**config.mk**
```make
export PLATFORM = sky130hd
export DESIGN_NAME = chs_status
export DESIGN_NICKNAME = d
export VERILOG_FILES = /design/src/pkg/chs_pkg.sv /design/src/logic/chs_status.sv
export VERILOG_INCLUDE_DIRS = /design/src /design/src/pkg
export SDC_FILE = /design/constraint.sdc
export NUM_CORES = 1
export LEC_CHECK = 0
export BUFFER_PORTS_ARGS = -buffer_cell sky130_fd_sc_hd__buf_2
export CAP_MARGIN = 20
export CORE_MARGIN = 3
export CORE_UTILIZATION = 44
export CTS_CLUSTER_DIAMETER = 30
export DETAILED_ROUTE_END_ITERATION = 12
export PLACE_DENSITY = 0.69
export SYNTH_ARGS = -nofsm -noshare
export SYNTH_HDL_FRONTEND = slang
export SYNTH_SLANG_ARGS = --single-unit
```
**constraint.sdc**
```tcl
create_clock -name CLK_I -period 2.28 [get_ports CLK_I]
set_input_delay 0.342 -clock CLK_I [delete_from_list [all_inputs] [get_ports CLK_I]]
set_output_delay 0.342 -clock CLK_I [all_outputs]
set_load 0.01 [all_outputs]
```
**src/pkg/chs_defines.svh**
```systemverilog
// Constants for the charger status and power-path block
`ifndef CHS_DEFINES_SVH
`define CHS_DEFINES_SVH
// Serial port
`define CHS_BYTE_BITS    4'h8
`define CHS_ADDR_DEFAULT 7'h09
// Control sub addresses
`define CHS_SUB_LIMITS   8'h00
`define CHS_SUB_CHARGER  8'h01
`define CHS_SUB_MASK     8'h02
// Reset values
`define CHS_LIMITS_RST   8'h00
`define CHS_CHARGER_RST  8'h00
`define CHS_MASK_RST     8'h00
// Limits byte fields
`define CHS_ILIM_HI      7
`define CHS_ILIM_LO      5
`define CHS_CX_HI        1
`define CHS_CX_LO        0
`define CHS_SUSP_LOW     3'h6
`define CHS_SUSP_HIGH    3'h7
// Charger byte fields
`define CHS_DIS_BIT      4
`define CHS_VFLOAT_BIT   2
`define CHS_TREG_BIT     1
// Status field codes
`define CHS_THM_OK       2'h0
`define CHS_THM_COLD     2'h1
`define CHS_THM_HOT      2'h2
`define CHS_THM_CRIT     2'h3
`define CHS_CHG_OFF      2'h0
`define CHS_CHG_CC       2'h1
`define CHS_CHG_CV_HI    2'h2
`define CHS_CHG_CV_LO    2'h3
// Bad cell time
`define CHS_DEFECTIVE_CELL_FLAG_S    64'h708
`define CHS_CLK_HZ       64'h7735940
`define CHS_DEFECTIVE_CELL_FLAG_CYC  (`CHS_DEFECTIVE_CELL_FLAG_S * `CHS_CLK_HZ)
`define CHS_NPINS        15
`endif

```
**src/pkg/chs_pkg.sv**
```systemverilog
// Types for the charger status and power-path block
package chs_pkg;
	typedef enum logic [2:0] {
		CHS_IDLE  = 3'h0,
		CHS_ADDR  = 3'h1,
		CHS_ACK_A = 3'h2,
		CHS_WR    = 3'h3,
		CHS_ACK_W = 3'h4,
		CHS_RD    = 3'h5,
		CHS_ACK_R = 3'h6
	} chs_state_type;
endpackage

```
**src/logic/chs_status.sv**
```systemverilog
// Charger status byte, serial port and power-path enables
`timescale 1ns/100ps
`default_nettype none
`include "chs_defines.svh"

module chs_status
	import chs_pkg::*;
#(
	parameter logic [6:0]  DEV_ADDR        = `CHS_ADDR_DEFAULT,
	parameter logic [37:0] BAD_CELL_CYCLES = 38'(`CHS_DEFECTIVE_CELL_FLAG_CYC)
) (
	input  wire logic       CLK_I,
	input  wire logic       RST_N_I,
	input  wire logic       CE_I,
	input  wire logic       SCL_I,
	input  wire logic       SDA_I,
	output logic            SDA_O,
	output logic            SDA_OE_O,
	input  wire logic       BUS_LOCKOUT_OK_I,
	input  wire logic       BUS_REL_LOCKOUT_OK_I,
	input  wire logic       AUX_DETECT_OK_I,
	input  wire logic       AUX_REL_OK_I,
	input  wire logic       PRECHARGE_LOW_I,
	input  wire logic       THERMAL_REG_I,
	input  wire logic       THERM_COLD_I,
	input  wire logic       THERM_HOT_I,
	input  wire logic       THERM_CRIT_I,
	input  wire logic       FLOAT_REACHED_I,
	input  wire logic       BELOW_CX_I,
	input  wire logic       INPUT_LIMIT_I,
	input  wire logic       CYCLE_DONE_I,
	output logic            BUS_REG_EN_O,
	output logic            CHARGE_EN_O,
	output logic            IDEAL_DIODE_EN_O,
	output logic [2:0]      INPUT_LIMIT_SEL_O,
	output logic [1:0]      CX_SEL_O,
	output logic            FLOAT_HIGH_O,
	output logic            TREG_LOW_O,
	output logic            IRQ_PENDING_O
);

	// ----------------------------------------
	// Input synchronisers
	// ----------------------------------------
	logic [`CHS_NPINS-1:0] pin_raw;
	logic [`CHS_NPINS-1:0] pin_s;

	assign pin_raw = {SCL_I, SDA_I, BUS_LOCKOUT_OK_I, BUS_REL_LOCKOUT_OK_I,
		AUX_DETECT_OK_I, AUX_REL_OK_I, PRECHARGE_LOW_I, THERMAL_REG_I,
		THERM_COLD_I, THERM_HOT_I, THERM_CRIT_I, FLOAT_REACHED_I,
		BELOW_CX_I, INPUT_LIMIT_I, CYCLE_DONE_I};

	genvar gi;
	generate
		for (gi = 0; gi < `CHS_NPINS; gi++) begin : g_sync
			logic f1_r;
			logic f2_r;
			logic f3_r;
			logic val_r;
			always_ff @(posedge CLK_I) begin
				if (!RST_N_I) begin
					f1_r  <= 1'b0;
					f2_r  <= 1'b0;
					f3_r  <= 1'b0;
					val_r <= 1'b0;
				end else if (CE_I) begin
					f1_r <= pin_raw[gi];
					f2_r <= f1_r;
					f3_r <= f2_r;
					// Change accepted only once both late stages agree
					if (f2_r == f3_r) begin
						val_r <= f3_r;
					end
				end
			end
			assign pin_s[gi] = val_r;
		end
	endgenerate

	logic scl_s;
	logic sda_s;
	logic bus_lock_s;
	logic bus_rel_s;
	logic aux_det_s;
	logic aux_rel_s;
	logic pre_low_s;
	logic treg_s;
	logic cold_s;
	logic hot_s;
	logic crit_s;
	logic cv_s;
	logic below_cx_s;
	logic ilim_s;
	logic done_s;

	assign {scl_s, sda_s, bus_lock_s, bus_rel_s, aux_det_s, aux_rel_s,
		pre_low_s, treg_s, cold_s, hot_s, crit_s, cv_s, below_cx_s,
		ilim_s, done_s} = pin_s;

	// ----------------------------------------
	// Control bytes
	// ----------------------------------------
	logic [7:0] limits_r;
	logic [7:0] charger_r;
	logic [7:0] mask_r;
	logic [7:0] sub_r;
	logic [7:0] sh_r;
	logic       wr_stb;

	always_ff @(posedge CLK_I) begin
		if (!RST_N_I) begin
			limits_r  <= `CHS_LIMITS_RST;
			charger_r <= `CHS_CHARGER_RST;
			mask_r    <= `CHS_MASK_RST;
		end else if (CE_I && wr_stb) begin
			// Other sub addresses, the status byte among them, are dropped
			unique case (sub_r)
				`CHS_SUB_LIMITS:  limits_r  <= sh_r;
				`CHS_SUB_CHARGER: charger_r <= sh_r;
				`CHS_SUB_MASK:    mask_r    <= sh_r;
				default: ;
			endcase
		end
	end

	logic [2:0] ilim_sel;
	logic       suspend;
	logic       disable_cmd;

	assign ilim_sel    = limits_r[`CHS_ILIM_HI:`CHS_ILIM_LO];
	assign suspend     = (ilim_sel == `CHS_SUSP_LOW) || (ilim_sel == `CHS_SUSP_HIGH);
	assign disable_cmd = charger_r[`CHS_DIS_BIT];

	assign INPUT_LIMIT_SEL_O = ilim_sel;
	assign CX_SEL_O          = limits_r[`CHS_CX_HI:`CHS_CX_LO];
	assign FLOAT_HIGH_O      = charger_r[`CHS_VFLOAT_BIT];
	assign TREG_LOW_O        = charger_r[`CHS_TREG_BIT];

	// ----------------------------------------
	// Power path
	// ----------------------------------------
	logic bus_good;
	logic aux_good;
	logic power;

	assign bus_good = bus_lock_s & bus_rel_s;
	assign aux_good = aux_det_s & aux_rel_s;
	assign power    = bus_good | aux_good;
	assign BUS_REG_EN_O     = bus_good & ~suspend & ~aux_good;
	assign IDEAL_DIODE_EN_O = 1'b1;

	// ----------------------------------------
	// Charger cycle
	// ----------------------------------------
	logic power_q_r;
	logic dis_q_r;
	logic active_r;
	logic start;
	logic paused;
	logic running;

	assign start   = power & (~power_q_r | (dis_q_r & ~disable_cmd));
	assign paused  = cold_s | hot_s;
	assign running = active_r & power & ~paused;
	assign CHARGE_EN_O = running;

	always_ff @(posedge CLK_I) begin
		if (!RST_N_I) begin
			power_q_r <= 1'b0;
			dis_q_r   <= 1'b0;
			active_r  <= 1'b0;
		end else if (CE_I) begin
			power_q_r <= power;
			dis_q_r   <= disable_cmd;
			if (disable_cmd) begin
				active_r <= 1'b0;
			end else if (start) begin
				active_r <= 1'b1;
			end else if (done_s) begin
				active_r <= 1'b0;
			end
		end
	end

	// ----------------------------------------
	// Bad cell timer
	// ----------------------------------------
	logic [37:0] low_cnt_r;
	logic        bad_cell_r;

	always_ff @(posedge CLK_I) begin
		if (!RST_N_I) begin
			low_cnt_r  <= 38'h0;
			bad_cell_r <= 1'b0;
		end else if (CE_I) begin
			// Dip above the threshold restarts the wait
			if (running && pre_low_s && !start) begin
				if (low_cnt_r != BAD_CELL_CYCLES) begin
					low_cnt_r <= low_cnt_r + 38'h1;
				end
			end else begin
				low_cnt_r <= 38'h0;
			end
			if (low_cnt_r == BAD_CELL_CYCLES) begin
				bad_cell_r <= 1'b1;
			end else if (start) begin
				bad_cell_r <= 1'b0;
			end
		end
	end

	// ----------------------------------------
	// Live status byte
	// ----------------------------------------
	logic [1:0] therm_code;
	logic [1:0] chg_code;
	logic [7:0] live;

	always_comb begin
		if (crit_s) begin
			therm_code = `CHS_THM_CRIT;
		end else if (hot_s) begin
			therm_code = `CHS_THM_HOT;
		end else if (cold_s) begin
			therm_code = `CHS_THM_COLD;
		end else begin
			therm_code = `CHS_THM_OK;
		end
	end

	always_comb begin
		if (!running) begin
			chg_code = `CHS_CHG_OFF;
		end else if (!cv_s) begin
			chg_code = `CHS_CHG_CC;
		end else if (below_cx_s && !ilim_s) begin
			chg_code = `CHS_CHG_CV_LO;
		end else begin
			chg_code = `CHS_CHG_CV_HI;
		end
	end

	// Thermal flag follows whichever limit TREG_LOW_O selects
	assign live = {bus_good, aux_good, bad_cell_r, treg_s, therm_code, chg_code};

	// ----------------------------------------
	// Snapshot and pending interrupt
	// ----------------------------------------
	logic [7:0] prev_r;
	logic [7:0] snap_r;
	logic       pend_r;
	logic       rd_ack;
	logic       event_hit;

	assign event_hit     = |((live ^ prev_r) & mask_r);
	assign IRQ_PENDING_O = pend_r;

	always_ff @(posedge CLK_I) begin
		if (!RST_N_I) begin
			prev_r <= 8'h00;
			snap_r <= 8'h00;
			pend_r <= 1'b0;
		end else if (CE_I) begin
			prev_r <= live;
			if (rd_ack) begin
				pend_r <= 1'b0;
				if (!pend_r) begin
					snap_r <= live;
				end
			end
			// New event wins over the clear by a read
			if (event_hit) begin
				pend_r <= 1'b1;
				snap_r <= live;
			end
		end
	end

	// ----------------------------------------
	// Serial port engine
	// ----------------------------------------
	chs_state_type st_r;
	logic       scl_q_r;
	logic       sda_q_r;
	logic [3:0] bit_r;
	logic       rw_r;
	logic       first_r;
	logic       nack_r;
	logic [7:0] tx_r;
	logic       oe_r;
	logic       rise;
	logic       fall;
	logic       start_c;
	logic       stop_c;
	logic       byte_end;
	logic       match;

	assign rise     = scl_s & ~scl_q_r;
	assign fall     = ~scl_s & scl_q_r;
	assign start_c  = scl_s & scl_q_r & sda_q_r & ~sda_s;
	assign stop_c   = scl_s & scl_q_r & ~sda_q_r & sda_s;
	assign byte_end = fall && (bit_r == `CHS_BYTE_BITS);
	assign match    = (sh_r[7:1] == DEV_ADDR);
	assign rd_ack   = (st_r == CHS_ADDR) && byte_end && match && sh_r[0];
	assign wr_stb   = (st_r == CHS_WR) && byte_end && !first_r;
	assign SDA_O    = 1'b0;
	assign SDA_OE_O = oe_r;

	always_ff @(posedge CLK_I) begin
		if (!RST_N_I) begin
			st_r    <= CHS_IDLE;
			// Same level as the synchronised pins leave reset, so no false edge
			scl_q_r <= 1'b0;
			sda_q_r <= 1'b0;
			bit_r   <= 4'h0;
			sh_r    <= 8'h00;
			sub_r   <= 8'h00;
			rw_r    <= 1'b0;
			first_r <= 1'b0;
			nack_r  <= 1'b0;
			tx_r    <= 8'h00;
			oe_r    <= 1'b0;
		end else if (CE_I) begin
			scl_q_r <= scl_s;
			sda_q_r <= sda_s;
			if (start_c) begin
				st_r  <= CHS_ADDR;
				bit_r <= 4'h0;
				oe_r  <= 1'b0;
			end else if (stop_c) begin
				st_r <= CHS_IDLE;
				oe_r <= 1'b0;
			end else begin
				unique case (st_r)
					CHS_IDLE: ;
					CHS_ADDR, CHS_WR: begin
						if (rise) begin
							sh_r  <= {sh_r[6:0], sda_s};
							bit_r <= bit_r + 4'h1;
						end else if (byte_end) begin
							if (st_r == CHS_WR) begin
								oe_r    <= 1'b1;
								st_r    <= CHS_ACK_W;
								first_r <= 1'b0;
								if (first_r) begin
									sub_r <= sh_r;
								end else begin
									sub_r <= sub_r + 8'h01;
								end
							end else if (match) begin
								oe_r  <= 1'b1;
								rw_r  <= sh_r[0];
								st_r  <= CHS_ACK_A;
							end else begin
								st_r <= CHS_IDLE;
							end
						end
					end
					CHS_ACK_A: begin
						if (fall) begin
							bit_r <= 4'h0;
							if (rw_r) begin
								st_r <= CHS_RD;
								tx_r <= snap_r;
								oe_r <= ~snap_r[7];
							end else begin
								st_r    <= CHS_WR;
								first_r <= 1'b1;
								oe_r    <= 1'b0;
							end
						end
					end
					CHS_ACK_W: begin
						if (fall) begin
							oe_r  <= 1'b0;
							bit_r <= 4'h0;
							st_r  <= CHS_WR;
						end
					end
					CHS_RD: begin
						if (rise) begin
							bit_r <= bit_r + 4'h1;
						end else if (byte_end) begin
							oe_r <= 1'b0;
							st_r <= CHS_ACK_R;
						end else if (fall) begin
							tx_r <= {tx_r[6:0], 1'b0};
							oe_r <= ~tx_r[6];
						end
					end
					CHS_ACK_R: begin
						if (rise) begin
							nack_r <= sda_s;
						end else if (fall) begin
							if (nack_r) begin
								st_r <= CHS_IDLE;
							end else begin
								// Further bytes repeat the same snapshot
								st_r  <= CHS_RD;
								bit_r <= 4'h0;
								tx_r  <= snap_r;
								oe_r  <= ~snap_r[7];
							end
						end
					end
					default: st_r <= CHS_IDLE;
				endcase
			end
		end
	end

endmodule // chs_status
`default_nettype wire

```
Yosys cells after proc, flatten, opt, wreduce, memory -nomap -nowiden

Cells that the tools add are included.

Add/subtract/negate cells: 3
Equality and inequality tests: 61
Mux-type cells: 73
Bitwise logic cells: 35
Reductions and logical operators: 59

Operators by type and width:

| kind                                                             | count |
|---|---|
| 38-bit two-way mux                                               | 2 |
| 7-bit two-way mux                                                | 8 |
| 2-bit AND reduction                                              | 22 |
| 3-bit two-way mux                                                | 13 |
| 38-bit by 1-bit adder with 38-bit output (second input constant) | 1 |
| 38-bit == test (second input constant)                           | 1 |
| 38-bit inequality test (second input constant)                   | 1 |
| 4-bit inequality test (second input constant)                    | 9 |
| 8-bit two-way mux                                                | 4 |
| 1-bit two-way mux                                                | 29 |
| 4-bit two-way mux                                                | 7 |
| 2-bit inequality test (second input constant)                    | 13 |
| 12-bit AND reduction                                             | 2 |
| 7-bit one-hot mux with 3 select lines                            | 1 |
| 3-bit one-hot mux with 6 select lines                            | 1 |
| 8-bit AND reduction                                              | 2 |
| 1-bit bitwise AND                                                | 15 |
| 1-bit == test                                                    | 15 |
| 3-bit == test (second input constant)                            | 5 |
| 1-bit inverter                                                   | 15 |
| 3-bit inequality test (second input constant)                    | 4 |
| 4-bit one-hot mux with 3 select lines                            | 1 |
| 1-bit logical AND                                                | 10 |
| 2-bit two-way mux                                                | 5 |
| other kinds (32)                                                 | 45 |

Flip-flop bits (word level): 176
Input bits: 18
Output and inout port bits: 13
Logic and storage cells: 313

Depth between registers and ports, before layout

Gate-level depths: netlist of the first run.

Depth in word-level cells: 10
Depth in mapped cells: 10
Mapped depth without buffers: 8

Least setup slack after synthesis of the first run

OpenSTA, ideal clock, no wires.

Kind: register to register
Start point: register low_cnt_r[0]
End point: register low_cnt_r[1]
Library setup time: 0.128 ns
Arrival time: 1.795 ns
Data required time: 2.152 ns
Slack: 0.357 ns
Stages on the path, launching flop included: 9
Path buffers: 0
Period minus slack after synthesis: 1.923 ns
Cells stage by stage: dfxtp_1 inv_1 ha_1 nor4bb_1 nand4_1 or4_1 nor3b_1 a22oi_1 nor2_1

Longest elaborated chain between the ends: 3
Elaborated cells between the ends (all ways): 6
Those cells by class: 1 x add/sub; 2 x eq/ne; 2 x mux; 1 x reduce/logical

Ends and longest elaborated chain:

| item                                                                                          | RTL line                             | RTL |
|---|---|---|
| from (decl)                                                                                   | chs_status.sv:188                    | `logic [37:0] low_cnt_r;` |
| from (signal assigned)                                                                        | chs_status.sv:199                    | `low_cnt_r <= low_cnt_r + 38'h1;` |
| 38-bit by 1-bit adder with 38-bit output / 38-bit inequality test (equally long branches)     | chs_status.sv:199, chs_status.sv:198 |  |
| 38-bit two-way mux / 2-bit by 1-bit inequality test with 1-bit output (equally long branches) | n/a                                  |  |
| 38-bit two-way mux / 2-bit AND reduction (equally long branches)                              | n/a                                  |  |

Several ways; a longest one is shown, not always the timed one. The select of a mux whose other input is x is not followed.
A chain may end at the register's enable or synchronous reset.

Worst setup path after layout of the first run

Start point: register low_cnt_r[5]
End point: register low_cnt_r[1]

Longest elaborated chain between the ends: 3

Ends and longest elaborated chain:

| item                                                       | RTL line          | RTL |
|---|---|---|
| 38-bit inequality test                                     | chs_status.sv:198 | `if (low_cnt_r != BAD_CELL_CYCLES) begin` |
| 2-bit by 1-bit inequality test with 1-bit output (no line) | n/a               |  |
| 2-bit AND reduction (no line)                              | n/a               |  |

Every way passes these cells.

==> qor.yml, run 1 <==
status:
  status: "finished, final reports clean"
worst_setup_path:
  r2r_slack_ps: 210
  path_buf_inv: 0
  path_cells: "nor4_1 -> nand4_1 -> or4_4 -> nor3b_1 -> a22oi_1 -> nor2_1"
  cp-end-kind: "flip-flop"
  crit_slowest_cell: "or4_4"
  path_class: "flip-flop to flip-flop"
  slowest_delay_ps: 540
  cp.arrival_ps: 2360
  cp_max_fo: 6
  crit_required_ps: 2570
  crit_family: "simple AND/OR/NAND/NOR gates"
  start_kind: "flip-flop"
synthesis:
  synth_top_cell_area_share_pct: 44.5
  synth_edf_count: 0
  synth_area_leaders: "dfxtp_1 (44%), mux2i_1 (9.1%), nor2_1 (7.0%)"
  synth_area_um2: 7700
  syn_nets: 928
  syn-instance-count: 902
  synthDistinctLibCells: 68
  ys_seq_area_share_pct: 44.5
  syn_avg_cell_area_um2: 8.54
  synth_seq_cells: 171
  synth_top_area_cell: "dfxtp_1"
  async_reset_ff_share_pct: 0
  ys.flop_type: "dfxtp_1"
  synth_warnings: 0
drt:
  routed_wl_um: 16200
  wl_per_cell_um: 13.9
  num_vias: 6222
  drc: 0
  ant_nets: 0
  drtPass1Iterations: 5
  via_per_inst: 5.34
  first_iter_violations: 461
place:
  gp_congestion: 0.836
  dp_hpwl_um: 10700
  port_buffers: 28
  placedCellCount: 1132
clock_network:
  h-tree-depth: 4
  cts_num_sinks: 171
  cts_tree: "done"
  cts_root_buf: "clkbuf_16"
  cts.clk_slew.worst_paths_ps: 70
  postCtsHoldBufs: 0
  cts.path.max_buffers: 2
  cts_inserted_buffers: 17
  clk_latency_ps: 420
timing:
  fin_crit_ps: 2070
  setup_violations: 0
  drv_slew: 0
  maxSlewHeadroom_pct: 42.2
  clock.fmax_mhz: 482
  tightest_slew_ps: 865
  tns_ps: 0
  holdWs_ps: 156
  finalCritPeriodShare_pct: 91.0
  rsz0062_at_grt: "false"
  finalHoldViolations: 0
  clock-skew-final_ps: 10.0
job:
  drv_cap: 0
grt:
  grt_antenna_before_repair: 0
  grt_max_degree: 91
  grt.total_usage_pct: 16.7
  grt-ovfl-total: 0
  grt_pass1_vias: 5576
  grt_pass1_wl_um: 27200
final_layout:
  syn2layout_area_growth_pct: 14.1
  multi_input_area_um2: 4010
  nFillCells: 1536
  register_area_um2: 3420
  fin_cells: 1165
  drive_gt1_share_pct: 11.7
  insertedDiodeCount: 0
  nets: 958
floorplanning:
  core_area_um2: 16900
  start_util_pct: 45.6
  io-pin-count: 31
  placementRows: 47
  die_x_um: 138
  die_area_um2: 19100
  die_y_um: 138
power:
  p_leak_nw: 3.28
  vdd_drop_max_mv: 0.816
  p_per_area_nw_per_um2: 683
  finalPower_mw: 6.00
min_path:
  min_path_type: "primary input to flip-flop"
-- state kept, by name, indices dropped and copies added, names as in the netlist, 15 cells and up --
signal       cells
g_sync.f1_r     15
g_sync.f2_r     15
g_sync.f3_r     15
low_cnt_r       38
-- worst min-delay path, cell delays in order --
cell and delay (ps):
buf_2 80, mux2i_1 50, nor2_1 70
-- routing by layer --
metal  vias up  GRT usage (%)  routed length [um]
li1       3178              -                   -
met4         0           4.89                 195
met2        98           26.5                7660
met1      2934           23.0                7870
met5         -              0                   0
met3        12           3.56                 523
-- layout by cell type (no fill, tap or decap), types with 17 or more instances in the layout --
master,n
xor2_1,21
xnor2_1,22
mux2i_1,70
nand3_1,47
a21oi_1,61
dfxtp_1,171
buf_4,30
clkbuf_16,17
inv_1,20
o21ai_0,26
buf_2,27
nor2_1,143
nand2_1,105
-- report_power, final --
part	leakage, nW	switching (mW)	internal (mW)
Combinational	1.62	0.123	0.0716
Clock	0.277	1.21	1.56
Sequential	1.38	0.0203	3.02
-- stage by stage --
stage / instance area (um^2) / util, % / worst slack, ps
CTS: 8750 / 51.8 / 113
finish: 8780 / 52.0 / 206
global route: 8780 / 52.0 / 14.3
detailed placement: 8180 / 48.4 / 141
floorplan: 7700 / - / 357
global placement: 8180 / 48.4 / 205
-- cells in the mapped netlist, types with 4 or more instances --
library cell,number
buf_4,4
nor2b_1,6
nor2_1,143
buf_2,6
inv_1,20
ha_1,8
nand3_1,47
xor2_1,21
o21ai_0,26
a211oi_1,4
clkbuf_1,34
nor4_1,4
mux2i_1,70
dfxtp_1,171
nor3_1,8
a21o_1,14
and3_1,10
a22o_1,5
nand2_1,105
nor4b_1,7
xnor2_1,22
o21ai_1,13
buf_1,5
nand2b_1,8
nand4_1,11
a311oi_1,6
a21oi_1,61
-- logic make-up after synthesis --
logic type                 count (synthesis)  share of synthesized area, %
AOI/OAI and AO/OA                        163                          13.6
muxes                                     70                          9.10
DFF                                      171                          44.5
other                                      2                        0.0975
buffers and inverters                     71                          3.75
xor gates and xnor gates                  43                          4.89
and+or+nand+nor                          374                          22.8
adders and majority gates                  8                          1.30
-- path summary, 6_finish.rpt --
kind                     start             end  cells past startpoint
setup reg to reg  low_cnt_r[5]    low_cnt_r[1]                      6
hold reg to reg    limits_r[0]     limits_r[0]                      2
hold / removal     THERM_HOT_I  g_sync[5].f1_r                      3
setup / recovery  low_cnt_r[5]    low_cnt_r[1]                      6
-- cell type report --
cell class | count | area share (%)
tap | 220 | 3.13
multi-input combinational | 660 | 45.6
clock inverter | 10 | 0.897
timing repair buffer | 60 | 4.79
clock buffer | 22 | 5.63
sequential | 171 | 39.0
inverter | 22 | 0.969
-- repair_timing --
action / CTS / global route
resized for setup: 0 / 3
endpoints found under the setup margin: 0 / 10
setup buffers: 0 / 1
(Power assumes the default switching activity.)
==> run 2: changes to the inputs <==
==> constraint.sdc (replaced) <==
create_clock -name CLK_I -period 2.28 [get_ports CLK_I]
set_input_delay 0.228 -clock CLK_I [delete_from_list [all_inputs] [get_ports CLK_I]]
set_output_delay 0.228 -clock CLK_I [all_outputs]
set_load 0.01 [all_outputs]
==> run 2 against run 1 <==
Maximum frequency shrank 2.1%; critical path type unchanged; global-route usage grew 0.16 points; clock power is 2% lower; combinational power about the same; critical path depth up 2; die area did not move; clock skew is essentially flat; largest power group unchanged.
==> qor.yml, run 2 (synthesis gave the netlist of run 1 again) <==
final_layout:
  layout_common_cells: "dfxtp_1 (171), nor2_1 (143), nand2_1 (105), mux2i_1 (70), a21oi_1 (61)"  # unchanged
  insertedDiodeCount: 0  # unchanged
  drive_gt1_share_pct: 11.6  # was 11.7%
  largest-register: "low_cnt_r"  # unchanged
  largest_register_ffs: 38  # unchanged
  syn2layout_area_growth_pct: 14.1  # about the same
  nets: 960  # was 958
  postLayoutCellArea_um2: 8780  # about the same
  final_common_cell: "dfxtp_1"  # unchanged
drt:
  drc: 0  # unchanged
  num_vias: 6188  # was 6222
  wl_per_cell_um: 13.7  # was 13.9 um
  ant_nets: 0  # unchanged
  via_per_inst: 5.30  # was 5.34
  routed_wl_um: 16000  # was 16200 um
  drtPass1Iterations: 5  # unchanged
  first_iter_violations: 451  # was 461
floorplanning:
  start_util_pct: 45.6  # unchanged
  io-pin-count: 31  # unchanged
  core_area_um2: 16900  # unchanged
  die_x_um: 138  # unchanged
  die_area_um2: 19100  # unchanged
  placementRows: 47  # unchanged
  die_y_um: 138  # unchanged
place:
  placed_area_um2: 8190  # was 8180 um^2
  dp_hpwl_um: 10800  # was 10700 um
  gp_congestion: 0.840  # was 0.836
  port_buffers: 28  # unchanged
min_path:
  min_from: "THERMAL_REG_I"  # was THERM_HOT_I
  hold_depth: 3  # unchanged
  min_path_type: "primary input to flip-flop"  # unchanged
  holdPathEnd: "g_sync[7].f1_r"  # was g_sync[5].f1_r
worst_setup_path:
  worstSetupStartpoint: "low_cnt_r[0]"  # was low_cnt_r[5]
  start_kind: "flip-flop"  # unchanged
  cp.arrival_ps: 2410  # was 2360 ps
  regToRegEndpoint: "low_cnt_r[1]"  # unchanged
  path_class: "flip-flop to flip-flop"  # unchanged
  reg2regPathDepth: 8  # was 6
  cp-end-kind: "flip-flop"  # unchanged
  crit_required_ps: 2570  # about the same
  cp_max_fo: 6  # unchanged
  r2r_slack_ps: 160  # was 210 ps
  rr_startpoint: "low_cnt_r[0]"  # was low_cnt_r[5]
grt:
  grt_antenna_before_repair: 0  # unchanged
  grt-ovfl-total: 0  # unchanged
  grt.total_usage_pct: 16.9  # was 16.7%
  grt_max_degree: 91  # unchanged
  grt_pass1_wl_um: 27200  # about the same
  grt_pass1_vias: 5660  # was 5576
timing:
  finalHoldViolations: 0  # unchanged
  setup_violations: 0  # unchanged
  maxSlewHeadroom_pct: 57.6  # was 42.2%
  clock.fmax_mhz: 472  # was 482 MHz
  rsz0062_at_grt: "false"  # unchanged
  tightest_slew_ps: 630  # was 865 ps
  fin_crit_ps: 2120  # was 2070 ps
  clock-skew-final_ps: 9.85  # was 10.0 ps
  drv_slew: 0  # unchanged
  tns_ps: 0  # unchanged
  finalCritPeriodShare_pct: 92.9  # was 91.0%
clock_network:
  cts.path.max_buffers: 2  # unchanged
  cts.clk_slew.worst_paths_ps: 70  # about the same
  clk_latency_ps: 430  # was 420 ps
  h-tree-depth: 4  # unchanged
  cts_root_buf: "clkbuf_16"  # unchanged
  cts_tree: "done"  # unchanged
  cts_num_sinks: 171  # unchanged
  cts_inserted_buffers: 17  # unchanged
  postCtsHoldBufs: 0  # unchanged
power:
  p_leak_nw: 3.27  # was 3.28 nW
  p_per_area_nw_per_um2: 678  # was 683 nW/um^2
  vdd_drop_max_mv: 0.588  # was 0.816 mV
status:
  status: "finished, final reports clean"  # unchanged
job:
  drv_cap: 0  # unchanged
## run 2: cell count changes in the layout (fill, tap and decap cells not counted)
cell        delta
nor3_1         +1
inv_8          +1
clkinv_2       -1
or4_1          +1
clkinv_8       +1
or4_4          -1
clkbuf_8       -3
clkinvlp_4     +1
buf_4          +2
nor3_2         -1
clkbuf_1       +1
## run 2: per-stage QoR
stage                     utilization (%)  hold WS (ps)  total power [mW]  worst slack [ps]  std cells
after floorplan                         -           375              3.25               357        902
after global placement               48.5           440              3.30               218       1134
after detailed placement             48.5           446              3.30               127       1134
after CTS                            51.9          11.9              6.04              78.7       1166
after global routing                 52.0          27.4              6.16              34.7       1167
final                                52.0          31.8              5.96               162       1167
## run 2: worst max-delay path by stage
stage / to / slack (ps) / cells past startpoint
after floorplan: low_cnt_r[1] / 360 / 8
after global placement: snap_r[5] / 220 / 8
after detailed placement: snap_r[6] / 130 / 8
after CTS: snap_r[6] / 80 / 8
after global routing: snap_r[6] / 30 / 9
final: low_cnt_r[1] / 160 / 8
## run 2: critical path, cell delays in order (launching register included)
cell      delay [ps]
dfxtp_1          360
inv_1             70
ha_1             140
nor4bb_2         210
nand4_1          120
or4_1            620
nor3b_1          210
a22oi_1          200
nor2_1            50
## run 2: timing repair
action | in CTS | in global routing
resized for setup | 0 | 1
setup endpoints to repair | 0 | 9
endpoints found under the hold margin | 0 | 0
setup buffers | 0 | 1
## run 2: cell type report
type	count	area, um^2
clock buffer	20	457
clock inverter	12	109
fill	1534	8090
inverter	22	85.1
multi-input combinational	660	4000
sequential	171	3420
tap	220	275
timing repair buffer	62	435
## run 2: power breakdown
part	switching, mW	total [mW]	internal (mW)
sequential	0.0201	3.04	3.02
combinational	0.123	0.196	0.0727
clock	1.24	2.72	1.48
total	1.38	5.96	4.58
## run 2: routing by layer
layer | share of wire [%] | wire length (um) | GRT usage, %
met2 | 47 | 7440 | 26.9
met1 | 49 | 7750 | 22.6
met5 | 0 | 0 | 0
met3 | 3.4 | 544 | 3.52
met4 | 1.3 | 214 | 6.24
